--- config.mk ---
export PLATFORM = sky130hd
export DESIGN_NAME = tx8_encoder
export DESIGN_NICKNAME = d
export VERILOG_FILES = /design/src/inc/tx8_pkg.sv /design/src/core/tx8_encoder.sv
export SDC_FILE = /design/constraint.sdc
export NUM_CORES = 1
export LEC_CHECK = 0
export ABC_CLOCK_PERIOD_IN_PS = 21900
export BUFFER_PORTS_ARGS = -buffer_cell sky130_fd_sc_hd__buf_2
export CORE_UTILIZATION = 50
export DETAILED_ROUTE_END_ITERATION = 10
export HOLD_SLACK_MARGIN = 0.15
export PLACE_DENSITY = 0.75
export SLEW_MARGIN = 20
export SYNTH_ARGS = -nofsm -noshare
export SYNTH_HDL_FRONTEND = slang
export SYNTH_SLANG_ARGS = --single-unit
export TNS_END_PERCENT = 50
--- constraint.sdc ---
create_clock -name clk_sys_in -period 21.9 [get_ports clk_sys_in]
set_input_delay 2.19 -clock clk_sys_in [delete_from_list [all_inputs] [get_ports clk_sys_in]]
set_output_delay 2.19 -clock clk_sys_in [all_outputs]
set_load 0.005 [all_outputs]
--- src/inc/tx8_pkg.sv ---
// constants and carrier types for the transmit 8b/10b encoder
package tx8_pkg;

   // ***********************************
   // apb register map
   // ***********************************
   localparam int         TX8_ADDR_W      = 12;
   localparam logic [11:0] TX8_CTRL_ADDR  = 12'h000;
   localparam logic [11:0] TX8_STAT_ADDR  = 12'h004;
   localparam int         TX8_CTRL_ENC    = 0;
   localparam int         TX8_CTRL_WIDTH  = 1;
   localparam logic [1:0] TX8_CTRL_RESET  = 2'h3;
   localparam int         TX8_STAT_RD     = 0;
   localparam int         TX8_STAT_KERR   = 2;
   localparam int         TX8_STAT_LEVEL  = 4;

   // ***********************************
   // code constants
   // ***********************************
   localparam int         TX8_LANES       = 2;
   localparam int         TX8_CODE_W      = 10;
   localparam int         TX8_BUF_DEPTH   = 2;
   localparam logic [4:0] TX8_X_K28       = 5'h1C;
   localparam logic [5:0] TX8_K28_6B      = 6'h0F;
   localparam logic [3:0] TX8_ALT7_4B     = 4'h7;
   localparam logic [7:0] TX8_K23_7       = 8'hF7;
   localparam logic [7:0] TX8_K27_7       = 8'hFB;
   localparam logic [7:0] TX8_K29_7       = 8'hFD;
   localparam logic [7:0] TX8_K30_7       = 8'hFE;
   localparam logic [2:0] TX8_Y_ALT       = 3'h7;
   localparam logic [2:0] TX8_Y_FLIP      = 3'h3;
   localparam logic [4:0] TX8_X_FLIP      = 5'h07;

   // ***********************************
   // carriers
   // ***********************************
   typedef struct packed {
      logic [1:0]  bypass;
      logic [1:0]  disp_mode;
      logic [1:0]  disp_val;
      logic [1:0]  ctrl_flag;
      logic [15:0] data;
   } tx8_word_s;

   typedef struct packed {
      logic [19:0] code;
      logic [1:0]  kerr;
      logic [1:0]  rd;
   } tx8_code_s;

endpackage

--- src/core/tx8_encoder.sv ---
// transmit 8b/10b encoder for two byte lanes with apb control and two-entry input buffer
`timescale 1ns/10ps

module tx8_encoder (
   // clock and reset
   input  wire logic                           clk_sys_in,
   input  wire logic                           rst_in,
   // apb slave
   input  wire logic                           psel_in,
   input  wire logic                           penable_in,
   input  wire logic                           pwrite_in,
   input  wire logic [tx8_pkg::TX8_ADDR_W-1:0] paddr_in,
   input  wire logic [31:0]                    pwdata_in,
   output logic      [31:0]                    prdata_out,
   output logic                                pready_out,
   output logic                                pslverr_out,
   // parallel transmit word in
   input  wire tx8_pkg::tx8_word_s             tx_word_in,
   input  wire logic                           tx_valid_in,
   output logic                                tx_ready_out,
   // encoded characters out
   output logic      [19:0]                    code_out,
   output logic                                code_valid_out,
   input  wire logic                           code_ready_in,
   // per-character status
   output logic      [1:0]                     control_char_error_out,
   output logic      [1:0]                     running_disparity_status_out
);

   // ***********************************
   // code tables
   // ***********************************
   function automatic logic [5:0] lut6(input logic [4:0] x);
      unique case (x)
         5'h00: lut6 = 6'h27;
         5'h01: lut6 = 6'h1D;
         5'h02: lut6 = 6'h2D;
         5'h03: lut6 = 6'h31;
         5'h04: lut6 = 6'h35;
         5'h05: lut6 = 6'h29;
         5'h06: lut6 = 6'h19;
         5'h07: lut6 = 6'h38;
         5'h08: lut6 = 6'h39;
         5'h09: lut6 = 6'h25;
         5'h0A: lut6 = 6'h15;
         5'h0B: lut6 = 6'h34;
         5'h0C: lut6 = 6'h0D;
         5'h0D: lut6 = 6'h2C;
         5'h0E: lut6 = 6'h1C;
         5'h0F: lut6 = 6'h17;
         5'h10: lut6 = 6'h1B;
         5'h11: lut6 = 6'h23;
         5'h12: lut6 = 6'h13;
         5'h13: lut6 = 6'h32;
         5'h14: lut6 = 6'h0B;
         5'h15: lut6 = 6'h2A;
         5'h16: lut6 = 6'h1A;
         5'h17: lut6 = 6'h3A;
         5'h18: lut6 = 6'h33;
         5'h19: lut6 = 6'h26;
         5'h1A: lut6 = 6'h16;
         5'h1B: lut6 = 6'h36;
         5'h1C: lut6 = 6'h0E;
         5'h1D: lut6 = 6'h2E;
         5'h1E: lut6 = 6'h1E;
         5'h1F: lut6 = 6'h2B;
      endcase
   endfunction

   function automatic logic [3:0] lut4(input logic [2:0] y);
      unique case (y)
         3'h0: lut4 = 4'hB;
         3'h1: lut4 = 4'h9;
         3'h2: lut4 = 4'h5;
         3'h3: lut4 = 4'hC;
         3'h4: lut4 = 4'hD;
         3'h5: lut4 = 4'hA;
         3'h6: lut4 = 4'h6;
         3'h7: lut4 = 4'hE;
      endcase
   endfunction

   // ***********************************
   // one character: {rd_out, kerr, code}
   // ***********************************
   // tables hold the negative-disparity form; the positive form is the complement for unbalanced codes and for x.07 and y.3
   function automatic logic [11:0] enc_char(
      input logic [7:0] d,
      input logic       k,
      input logic       rd
   );
      logic [5:0] s6;
      logic [3:0] s4;
      logic [4:0] x;
      logic [2:0] y;
      logic       rdm;
      logic       k28;
      logic       kval;
      logic       alt;
      logic       rdo;
      logic [9:0] abc;
      logic [9:0] rev;
      x    = d[4:0];
      y    = d[7:5];
      k28  = k && (x == tx8_pkg::TX8_X_K28);
      kval = k28 || (d == tx8_pkg::TX8_K23_7) || (d == tx8_pkg::TX8_K27_7)
             || (d == tx8_pkg::TX8_K29_7) || (d == tx8_pkg::TX8_K30_7);
      s6 = k28 ? tx8_pkg::TX8_K28_6B : lut6(x);
      if (rd && (($countones(s6) != 3) || (x == tx8_pkg::TX8_X_FLIP))) begin
         s6 = ~s6;
      end
      rdm = rd ^ ($countones(s6) != 3);
      // alternate x.7 avoids a run of five in data; valid K x.7 always uses it
      alt = (y == tx8_pkg::TX8_Y_ALT) && ((k && kval)
            || (!rdm && (x == 5'h11 || x == 5'h12 || x == 5'h14))
            || (rdm && (x == 5'h0B || x == 5'h0D || x == 5'h0E)));
      s4 = alt ? tx8_pkg::TX8_ALT7_4B : lut4(y);
      if (rdm && (($countones(s4) != 2) || (y == tx8_pkg::TX8_Y_FLIP))) begin
         s4 = ~s4;
      end else if (k28 && !rdm && ($countones(s4) == 2) && (y != tx8_pkg::TX8_Y_FLIP)) begin
         s4 = ~s4;
      end
      rdo = rdm ^ ($countones(s4) != 2);
      abc = {s6, s4};
      // serializer sends bit 0 first, so code bit a must land there
      for (int i = 0; i < tx8_pkg::TX8_CODE_W; i++) begin
         rev[i] = abc[tx8_pkg::TX8_CODE_W-1-i];
      end
      enc_char = {rdo, k && !kval, rev};
   endfunction

   // ***********************************
   // apb registers
   // ***********************************
   logic [1:0]  ctrl;
   logic [1:0]  next_ctrl;
   logic [31:0] next_prdata;
   logic        next_pready;
   logic        next_pslverr;
   logic [1:0]  fifo_count;
   logic        apb_hit;
   logic        apb_map;

   // one wait state so read data comes from a flop
   always_comb begin
      apb_hit      = psel_in && penable_in && pready_out;
      apb_map      = (paddr_in == tx8_pkg::TX8_CTRL_ADDR) || (paddr_in == tx8_pkg::TX8_STAT_ADDR);
      next_ctrl    = ctrl;
      next_pready  = psel_in && penable_in && !pready_out;
      next_pslverr = next_pready && !apb_map;
      next_prdata  = prdata_out;
      if (apb_hit && pwrite_in && (paddr_in == tx8_pkg::TX8_CTRL_ADDR)) begin
         next_ctrl = pwdata_in[1:0];
      end
      if (next_pready) begin
         next_prdata = 32'h0000_0000;
         if (paddr_in == tx8_pkg::TX8_CTRL_ADDR) begin
            next_prdata[1:0] = ctrl;
         end else if (paddr_in == tx8_pkg::TX8_STAT_ADDR) begin
            next_prdata[tx8_pkg::TX8_STAT_RD+:2]    = running_disparity_status_out;
            next_prdata[tx8_pkg::TX8_STAT_KERR+:2]  = control_char_error_out;
            next_prdata[tx8_pkg::TX8_STAT_LEVEL+:2] = fifo_count;
         end
      end
   end

   always_ff @(posedge clk_sys_in) begin
      if (rst_in) begin
         ctrl        <= tx8_pkg::TX8_CTRL_RESET;
         prdata_out  <= 32'h0000_0000;
         pready_out  <= 1'b0;
         pslverr_out <= 1'b0;
      end else begin
         ctrl        <= next_ctrl;
         prdata_out  <= next_prdata;
         pready_out  <= next_pready;
         pslverr_out <= next_pslverr;
      end
   end

   // ***********************************
   // two-entry input buffer
   // ***********************************
   tx8_pkg::tx8_word_s buf_mem [tx8_pkg::TX8_BUF_DEPTH];
   tx8_pkg::tx8_word_s next_mem [tx8_pkg::TX8_BUF_DEPTH];
   logic       wr_ptr;
   logic       rd_ptr;
   logic       next_wr_ptr;
   logic       next_rd_ptr;
   logic [1:0] next_count;
   logic       next_tx_ready;
   logic       push;
   logic       pop;

   always_comb begin
      push          = tx_valid_in && tx_ready_out;
      pop           = (fifo_count != 2'h0) && (!code_valid_out || code_ready_in);
      next_mem      = buf_mem;
      next_wr_ptr   = wr_ptr;
      next_rd_ptr   = rd_ptr;
      if (push) begin
         next_mem[wr_ptr] = tx_word_in;
         next_wr_ptr      = !wr_ptr;
      end
      if (pop) begin
         next_rd_ptr = !rd_ptr;
      end
      next_count    = fifo_count + {1'b0, push} - {1'b0, pop};
      // ready is registered, so it must look at next fill, not current
      next_tx_ready = next_count != 2'h2;
   end

   always_ff @(posedge clk_sys_in) begin
      if (rst_in) begin
         wr_ptr       <= 1'b0;
         rd_ptr       <= 1'b0;
         fifo_count   <= 2'h0;
         tx_ready_out <= 1'b0;
      end else begin
         wr_ptr       <= next_wr_ptr;
         rd_ptr       <= next_rd_ptr;
         fifo_count   <= next_count;
         tx_ready_out <= next_tx_ready;
      end
      buf_mem <= next_mem;
   end

   // ***********************************
   // encoding stage
   // ***********************************
   tx8_pkg::tx8_word_s head;
   tx8_pkg::tx8_code_s enc;
   logic        run_rd;
   logic        next_run_rd;
   logic        enc_on;
   logic        lane_rd;
   logic        rd_use;
   logic [11:0] ch;
   logic [19:0] next_code;
   logic [1:0]  next_kerr;
   logic [1:0]  next_rd_stat;
   logic        next_code_valid;

   always_comb begin
      head   = buf_mem[rd_ptr];
      // width select must be high for the encoder to run
      enc_on = ctrl[tx8_pkg::TX8_CTRL_ENC] && ctrl[tx8_pkg::TX8_CTRL_WIDTH];
      lane_rd = run_rd;
      rd_use  = 1'b0;
      ch      = 12'h000;
      enc     = '0;
      // low lane first so its disparity feeds the high lane
      for (int i = 0; i < tx8_pkg::TX8_LANES; i++) begin
         if (!enc_on || head.bypass[i]) begin
            // raw path: mode and value extend the byte to ten bits
            enc.code[i*10+:10] = {head.disp_mode[i], head.disp_val[i], head.data[i*8+:8]};
         end else begin
            rd_use = head.disp_mode[i] ? head.disp_val[i] : (lane_rd ^ head.disp_val[i]);
            ch = enc_char(head.data[i*8+:8], head.ctrl_flag[i], rd_use);
            enc.code[i*10+:10] = ch[9:0];
            lane_rd = ch[11];
            enc.kerr[1-i] = ch[10];
         end
         enc.rd[1-i] = lane_rd;
      end
      next_run_rd     = pop ? lane_rd : run_rd;
      next_code       = pop ? enc.code : code_out;
      next_kerr       = pop ? enc.kerr : control_char_error_out;
      // status trails the accepted word by the buffer and output stage
      next_rd_stat    = pop ? enc.rd : running_disparity_status_out;
      next_code_valid = pop || (code_valid_out && !code_ready_in);
   end

   always_ff @(posedge clk_sys_in) begin
      if (rst_in) begin
         run_rd                       <= 1'b0;
         code_out                     <= 20'h0_0000;
         control_char_error_out       <= 2'h0;
         running_disparity_status_out <= 2'h0;
         code_valid_out               <= 1'b0;
      end else begin
         run_rd                       <= next_run_rd;
         code_out                     <= next_code;
         control_char_error_out       <= next_kerr;
         running_disparity_status_out <= next_rd_stat;
         code_valid_out               <= next_code_valid;
      end
   end

endmodule

## After elaboration in Yosys (flattened, before gate mapping)

Memory sizes are Yosys's and may differ from the RTL's.
Index checks and enable logic that the tools add are counted.

| operators by class | value |
|---|---|
| add/subtract/negate cells | 34 |
| $lt $le $gt $ge | 3 |
| equality and inequality tests | 42 |
| mux-type cells | 35 |
| bitwise logic cells | 12 |
| reductions and logical operators | 75 |

Operators by type and width:

| operator | count |
|---|---|
| $mux W24 | 4 |
| $eq A8 B8 Y1 const B | 8 |
| $ne A32 B3 Y1 const B | 2 |
| $mux W6 | 9 |
| $bwmux W48 | 1 |
| $mux W4 | 11 |
| $add A1 B1 Y2 | 20 |
| $eq A5 B5 Y1 const B | 8 |
| $logic_and A1 B1 Y1 | 33 |
| $eq A5 B4 Y1 const B | 6 |
| $logic_or A1 B1 Y1 | 29 |
| $add A2 B2 Y3 | 8 |
| $demux W24 S1 | 1 |
| $mux W10 | 2 |
| $add A3 B2 Y4 | 4 |
| $ne A4 B2 Y1 const B | 4 |
| $eq A12 B3 Y1 const B | 1 |
| $eq A3 B2 Y1 const B | 4 |
| $logic_not A12 Y1 | 1 |
| $ne A3 B2 Y1 const B | 4 |
| $not A6 Y6 | 2 |
| $logic_not A1 Y1 | 11 |
| $eq A5 B3 Y1 const B | 2 |
| $not A4 Y4 | 2 |
| other kinds (11) | 24 |

| word-level totals | value |
|---|---|
| flip-flop bits (word level) | 89 |
| bits in read-only memories | 448 |
| input port bits | 75 |
| output and inout bits | 60 |
| word-level logic and storage cells | 228 |
| memories | 4 |

Memories:

| memory | depth | width | rd ports | clocked after memory_dff | write ports | line | source |
|---|---|---|---|---|---|---|---|
| (name not given) | 32 | 6 | 1 | 0 | 0 | tx8_encoder.sv:34 | `unique case (x)` |
| (name not given) | 32 | 6 | 1 | 0 | 0 | tx8_encoder.sv:34 |  |
| (name not given) | 8 | 4 | 1 | 0 | 0 | tx8_encoder.sv:71 | `unique case (y)` |
| (name not given) | 8 | 4 | 1 | 0 | 0 | tx8_encoder.sv:71 |  |

## Depth between registers and ports, before layout

Gate-level depths: netlist (run 1).

| logic depth | value |
|---|---|
| depth after elaboration | 68 |
| gate-level depth with buffers | 82 |
| gate-level depth less buffers | 78 |

## Least setup slack after synthesis (run 1)

OpenSTA, ideal clock, no wires.

| path | value |
|---|---|
| path kind | register -> register |
| from | register rd_ptr |
| to | register running_disparity_status_out[0] |
| library setup time | 0.132 ns |
| arrival | 17.498 ns |
| required time | 21.768 ns |
| setup slack | 4.269 ns |
| cell stages (with the launch flop) | 78 |
| path buffers | 4 |
| period minus slack after synthesis | 17.631 ns |
| cell sequence | dfxtp_1 buf_6 buf_2 buf_2 mux2i_1 ha_1 nand2_1 or3_1 a31oi_1 fa_1 inv_1 fa_1 inv_1 ha_1 inv_1 fa_1 a311oi_1 nor2_1 (+42 left out) a31oi_4 inv_1 fa_1 inv_1 ha_1 ha_1 nor4b_1 nand2b_1 mux2i_4 xnor2_1 ha_1 ha_1 ha_1 nand2_1 xnor2_1 xnor2_1 a211oi_1 nor3_1 |

| on the way | value |
|---|---|
| cells in the longest elaborated chain, start to end | 68 |
| elaborated cells on any way between the ends | 160 |
| classes of those cells | 32 x add/sub; 40 x eq/ne; 25 x mux; 11 x bitwise; 48 x reduce/logical; 4 x memory |

RTL lines:

| item | line | source |
|---|---|---|
| start, declared | tx8_encoder.sv:187 | `logic rd_ptr;` |
| start signal, assigned | tx8_encoder.sv:221 | `rd_ptr <= next_rd_ptr;` |
| $not A1 Y2 (implied by the code) * | tx8_encoder.sv:245 | `head = buf_mem[rd_ptr];` |
| $mux W24 (implied by the code) * (3 in series) | tx8_encoder.sv:245 |  |
| branches (longest 63 deep; another with $mem_v2 Z32 W6) | - |  |
| $mux W1 * | tx8_encoder.sv:254 | `if (!enc_on \|\| head.bypass[i]) begin` |
| end signal, assigned | tx8_encoder.sv:285 | `running_disparity_status_out <= next_rd_stat;` |
| end, declared | tx8_encoder.sv:27 | `output logic [1:0] running_disparity_status_out` |

Mark *: on every way between the ends. The select of a mux whose other input is x is not followed.
A chain may end at the register's enable or synchronous reset.

## Worst setup path in the final report (run 1)

Same ends and word-level chain as after synthesis.

==> impl_metrics.py, run 1 <==
metrics = {
    "cts": {
        "h-tree-depth": 3,
        "clkTransAtPathRegs_ns": 0.07,
        "cts_buffer_depth": 2,
        "postCtsResizedCells": 0,
        "cts_root_buf": "clkbuf_16",
        "cts_tree": "built",
        "cts_made_buffers": 9,
        "hold_buffers": 0,
        "post_cts_buffers": 0,
        "clock_sinks": 88,
        "worst_skew_pair.late_latency_ns": 0.34,
    },
    "route": {
        "drt-pass1-iter-count": 5,
        "vias": 4630,
        "vias_per_cell": 5.64,
        "wl_per_cell_um": 15.6,
        "wl_mm": 12.8,
        "drt_iter0_markers": 419,
        "ant_nets": 0,
        "drc": 0,
    },
    "synthesis": {
        "async_flop_share_pct": 0,
        "ys.flop_type": "edfxtp_1",
        "synth_edf_count": 48,
        "avgSynthCellArea_um2": 9.75,
        "synthCells": 603,
        "yosysWarnings": 0,
        "yosysTopAreaCell": "edfxtp_1",
        "synth.area.top_cells": "edfxtp_1 25%, dfxtp_1 14%, ha_1 7.7%",
        "synth-seq-cells": 88,
        "syn_area_um2": 5880,
        "ys_types": 70,
        "synth.top_cells.by_count": "64 x nand2_1, 62 x nor2_1, 48 x edfxtp_1",
        "yosysSeqAreaShare_pct": 38.1,
        "synth.top_cell.area_share_pct": 24.5,
        "synth_most_common_cell": "nand2_1",
    },
    "setup_path": {
        "r2r-start": "rd_ptr",
        "cp-startpoint": "rd_ptr",
        "worst_path_max_delay_cell": "mux2i_1",
        "critical_path_class": "reg2reg",
        "cp-endpoint": "running_disparity_status_out[0]",
        "crit_top_cell": "ha_1",
        "cp.required_ns": 22.09,
        "max_stage_delay_ns": 0.63,
        "crit_fanout": 11,
        "r2r_slack_ns": 2.55,
        "reg2reg_to": "running_disparity_status_out[0]",
        "endpoint_kind": "flip-flop",
        "critPathLaunchType": "flip-flop",
        "rr_worst_depth": 74,
        "cp.arrival_ns": 19.54,
    },
    "finish": {
        "nNetsFinal": 796,
        "drive_gt1_share_pct": 19.2,
        "syn2layout_area_growth_pct": 12.0,
        "finalInstanceArea_um2": 6590,
        "seq_area_um2": 2240,
        "multiInputGateArea_um2": 3300,
        "nFillCells": 994,
        "antenna_cells": 0,
    },
    "sta": {
        "post-route-period-util_pct": 88.3,
        "fin_crit_ns": 19.35,
        "hold_viol_final": 0,
        "finalClockSkew_ns": 0.00852,
        "tns_ns": 0,
        "setup_viol": 0,
        "max_freq_mhz": 51.7,
        "worst_slack_ns": 2.55,
        "slew_headroom_pct": 39.0,
        "worst_slew_pin_slew_ns": 0.915,
        "slew_violations": 0,
        "rsz0062_at_grt": "no",
        "hold_slack_ns": 0.451,
    },
    "placed_design": {
        "dpl_worst_slack_ns": 2.76,
        "dpl_cell_area_um2": 6280,
        "hpwl_mm": 9.73,
        "port_buffers": 78,
        "gp_congestion": 0.849,
    },
    "floorplanning": {
        "fp.dieArea_um2": 12200,
        "io-pin-count": 135,
        "core_um2": 11400,
        "die_w_um": 110,
        "start_util_pct": 51.5,
        "fp.dieH_um": 110,
        "placementRows": 39,
    },
    "outcome": {
        "status": "complete, no violations",
    },
    "grt": {
        "grt_pass1_wl_mm": 21.4,
        "grt_usage_pct": 21.6,
        "overflow": 0,
        "grt_max_degree": 39,
        "antenna_found_initial": 0,
        "grt_pass1_vias": 4296,
    },
    "flow_run": {
        "maxCapViolations": 0,
    },
    "worst_hold_path": {
        "min_path_type": "reg2reg",
    },
}
## cells in the final DEF, fill, tap and decap left out, types with 4 or more instances in the layout
cell type	n
nor4_1	5
nand3b_1	5
fa_1	12
clkbuf_16	9
nand4_1	4
nand2_1	64
buf_4	5
o21ai_0	17
a21oi_1	29
nor3_1	13
mux2i_1	24
o211ai_1	13
conb_1	26
dfxtp_1	39
nor2_1	61
a22oi_1	8
and3_1	5
nand2b_1	4
nand3_1	10
buf_2	78
mux2_2	10
inv_1	32
edfxtp_1	48
nor3b_1	4
a211oi_1	12
xnor2_1	19
o21ai_1	5
ha_1	36
xor2_1	14
## layout make-up
class                           instances  area share (%)
Clock buffer                            9            3.42
Clock inverter                          7            1.20
Inverter                               34            1.94
Timing Repair Buffer                   83            6.50
Multi-Input combinational cell        457            50.2
Tap cell                              143            2.72
Sequential cell                        88            34.1
## how the worst min path moves through the flow
| stage | from | end | slack (ns) | cells after the start |
|---|---|---|---|---|
| after floorplan | code_out[0] | code_out[0] | 0.45 | 2 |
| after global placement | code_out[10] | code_out[10] | 0.44 | 2 |
| after detailed placement | code_out[11] | code_out[11] | 0.45 | 2 |
| after CTS | code_out[6] | code_out[6] | 0.45 | 2 |
| after global routing | code_out[11] | code_out[11] | 0.47 | 2 |
| final | code_out[10] | code_out[10] | 0.45 | 2 |
## per-layer routing
layer | track usage [%] | wire length [um] | share of wire [%]
met1 | 30.3 | 6000 | 47
met2 | 33.9 | 5770 | 45
met3 | 5.05 | 877 | 6.8
met4 | 4.98 | 164 | 1.3
met5 | 0 | 0 | 0
## sequential cells by signal (all words and copies together), names as in the netlist, 2 cells and up
signal / cells
ctrl: 2
buf_mem: 48
fifo_count: 2
code_out: 20
running_disparity_status_out: 2
control_char_error_out: 2
prdata_out: 6
## cells by family (layout without fill, tap and decap cells)
kind of cell | count (synthesis) | after routing | share of synthesized area (%)
flip-flops | 88 | 88 | 38.1
multiplexers | 39 | 39 | 7.47
XOR/XNOR | 35 | 35 | 5.66
other | 1 | 26 | 0.0638
buffers and inverters | 83 | 133 | 7.34
AND/OR/NAND/NOR | 187 | 187 | 14.5
AO/OA/AOI/OAI | 121 | 121 | 15.0
adder cells (fa/ha/maj) | 49 | 49 | 11.9
## critical path, delay by kind of cell, from the launching register on
kind            cells  cell delay, ns
flops               1            0.51
compound gates      9            2.13
xor+xnor            8            1.72
simple gates       17            4.02
mux                 5            2.21
fa+ha+maj          25            7.97
buf+inv            10            0.60
## stage by stage
stage	instances	utilization [%]
3_5_place_dp	805	55.0
2_1_floorplan	628	-
5_1_grt	821	57.7
4_1_cts	821	57.7
6_report	821	57.7
3_3_place_gp	805	55.0
Power of run 1 is left out: the tool's default activity adds up to more than one toggle a clock period on the data nets, which glitch-free logic cannot reach.
==> run 2, diff against run 1 <==
Settings changed: ABC_CLOCK_PERIOD_IN_PS 21900 to 18700.
Clock period 21.9 ns to 18.7 ns, I/O delays scaled along.
==> run 2 against run 1 <==
Against the previous run:
- first-iteration DRC count is 27% lower
- count of clock-buffer cells in the layout stayed put
- die area stayed put
- clock skew is 0.0014 ns higher
- global-route usage is 0.071 points lower
- register-to-register slack worse by 1.6 ns
==> impl_metrics.py, run 2 (same netlist as run 1, synthesis figures left out) <==
metrics = {
    "finish": {
        "top_register": "buf_mem",
        "finalInstanceArea_um2": 6710,
        "layout_common_cells": "78 x buf_2, 64 x nand2_1, 60 x nor2_1, 48 x edfxtp_1, 39 x dfxtp_1",
        "antenna_cells": 0,
        "largest_reg_flops": 48,
        "drive_gt1_share_pct": 20.9,
        "final_util_pct": 58.8,
        "final_common_cell": "buf_2",
        "syn2layout_area_growth_pct": 14.2,
        "nNetsFinal": 802,
        "top_regs": "buf_mem x48, code_out x20, prdata_out x6",
    },
    "route": {
        "ant_nets": 0,
        "wl_per_cell_um": 16.1,
        "drt-pass1-iter-count": 5,
        "drt_iter0_markers": 305,
        "wl_mm": 13.3,
        "vias_per_cell": 5.66,
        "vias": 4679,
        "drc": 0,
    },
    "cts": {
        "cts_buffer_depth": 2,
        "cts_made_buffers": 9,
        "clock_sinks": 88,
        "clkTransAtPathRegs_ns": 0.07,
        "cts_tree": "built",
        "h-tree-depth": 3,
        "worst_skew_pair.late_latency_ns": 0.34,
        "cts_root_buf": "clkbuf_16",
        "hold_buffers": 0,
    },
    "placed_design": {
        "gp_congestion": 0.854,
        "port_buffers": 78,
        "hpwl_mm": 9.88,
        "dpl_cell_area_um2": 6310,
    },
    "grt": {
        "grt_max_degree": 39,
        "grt_pass1_wl_mm": 21.4,
        "use_met1_pct": 30.5,
        "overflow": 0,
        "busiest_layer": "met2",
        "grt_util_met3_pct": 2.80,
        "antenna_found_initial": 0,
        "grt_pass1_vias": 4365,
        "use_met2_pct": 34.9,
        "grt_usage_pct": 21.6,
    },
    "setup_path": {
        "critical_path_class": "reg2reg",
        "crit_buf_inv": 13,
        "crit_top_cell": "ha_1",
        "max_stage_delay_ns": 0.53,
        "crit_fanout": 11,
        "worst_path_max_delay_cell": "fa_1",
        "cp.arrival_ns": 17.93,
        "cp_top_family": "adder cells",
        "critPathLaunchType": "flip-flop",
        "cp.required_ns": 18.90,
        "endpoint_kind": "flip-flop",
    },
    "sta": {
        "slew_violations": 0,
        "finalClockSkew_ns": 0.00996,
        "post-route-period-util_pct": 94.8,
        "hold_viol_final": 0,
        "tns_ns": 0,
        "fin_crit_ns": 17.73,
        "max_freq_mhz": 56.4,
        "slew_headroom_pct": 36.5,
        "rsz0062_at_grt": "no",
        "worst_slew_pin_slew_ns": 0.951,
        "setup_viol": 0,
    },
    "flow_run": {
        "maxCapViolations": 0,
    },
    "floorplanning": {
        "io-pin-count": 135,
        "fp.dieH_um": 110,
        "core_um2": 11400,
        "placementRows": 39,
        "fp.dieArea_um2": 12200,
        "die_w_um": 110,
        "start_util_pct": 51.5,
    },
    "outcome": {
        "status": "complete, no violations",
    },
    "worst_hold_path": {
        "min_path_type": "reg2reg",
    },
}
-- run 2: metrics by stage --
stage	instances	hold WS [ns]	setup WS, ns
after global placement	809	0.438	0.810
after floorplan	628	0.448	1.07
after global routing	827	0.472	0.00865
final	827	0.449	0.971
after detailed placement	809	0.444	0.433
after CTS	825	0.451	0.331
-- run 2: area by class of cell --
type	count	area (um^2)
fillers	982	4700
multi-input cells	457	3340
flip-flops and latches	88	2240
repair buffers	89	477
clock buffers	9	225
well taps	143	179
inverters	34	128
clock inverters	7	126
-- run 2: path summary, 6_finish.rpt --
kind	startpoint	to	slack, ns	cells after the start
max reg2reg	rd_ptr	running_disparity_status_out[0]	0.97	77
min	code_out[0]	code_out[0]	0.45	2
min reg2reg	code_out[0]	code_out[0]	0.45	2
max	rd_ptr	running_disparity_status_out[0]	0.97	77
-- run 2: worst register-to-register path: cells and delay by family, from the launching register on --
kind	cells	cell delay [ns]
multiplexers	5	1.35
XOR/XNOR	8	1.53
AO/OA/AOI/OAI	11	2.65
AND/OR/NAND/NOR	16	2.76
buffers and inverters	13	1.17
flip-flops	1	0.49
adder cells (fa/ha/maj)	24	7.67
-- run 2: repair_timing --
action,4_1_cts,5_1_grt
endpoints found under the hold margin,0,0
resized for setup,0,7
setup buffers,0,2
endpoints found under the setup margin,0,1
-- run 2: routing by layer --
metal | part of all wire (%) | wire [um] | up-vias
li1 | - | - | 2263
met1 | 46 | 6170 | 2219
met2 | 47 | 6250 | 184
met3 | 5.4 | 718 | 13
met4 | 1.1 | 146 | 0
met5 | 0 | 0 | -
Power of run 2 is left out for the same reason.
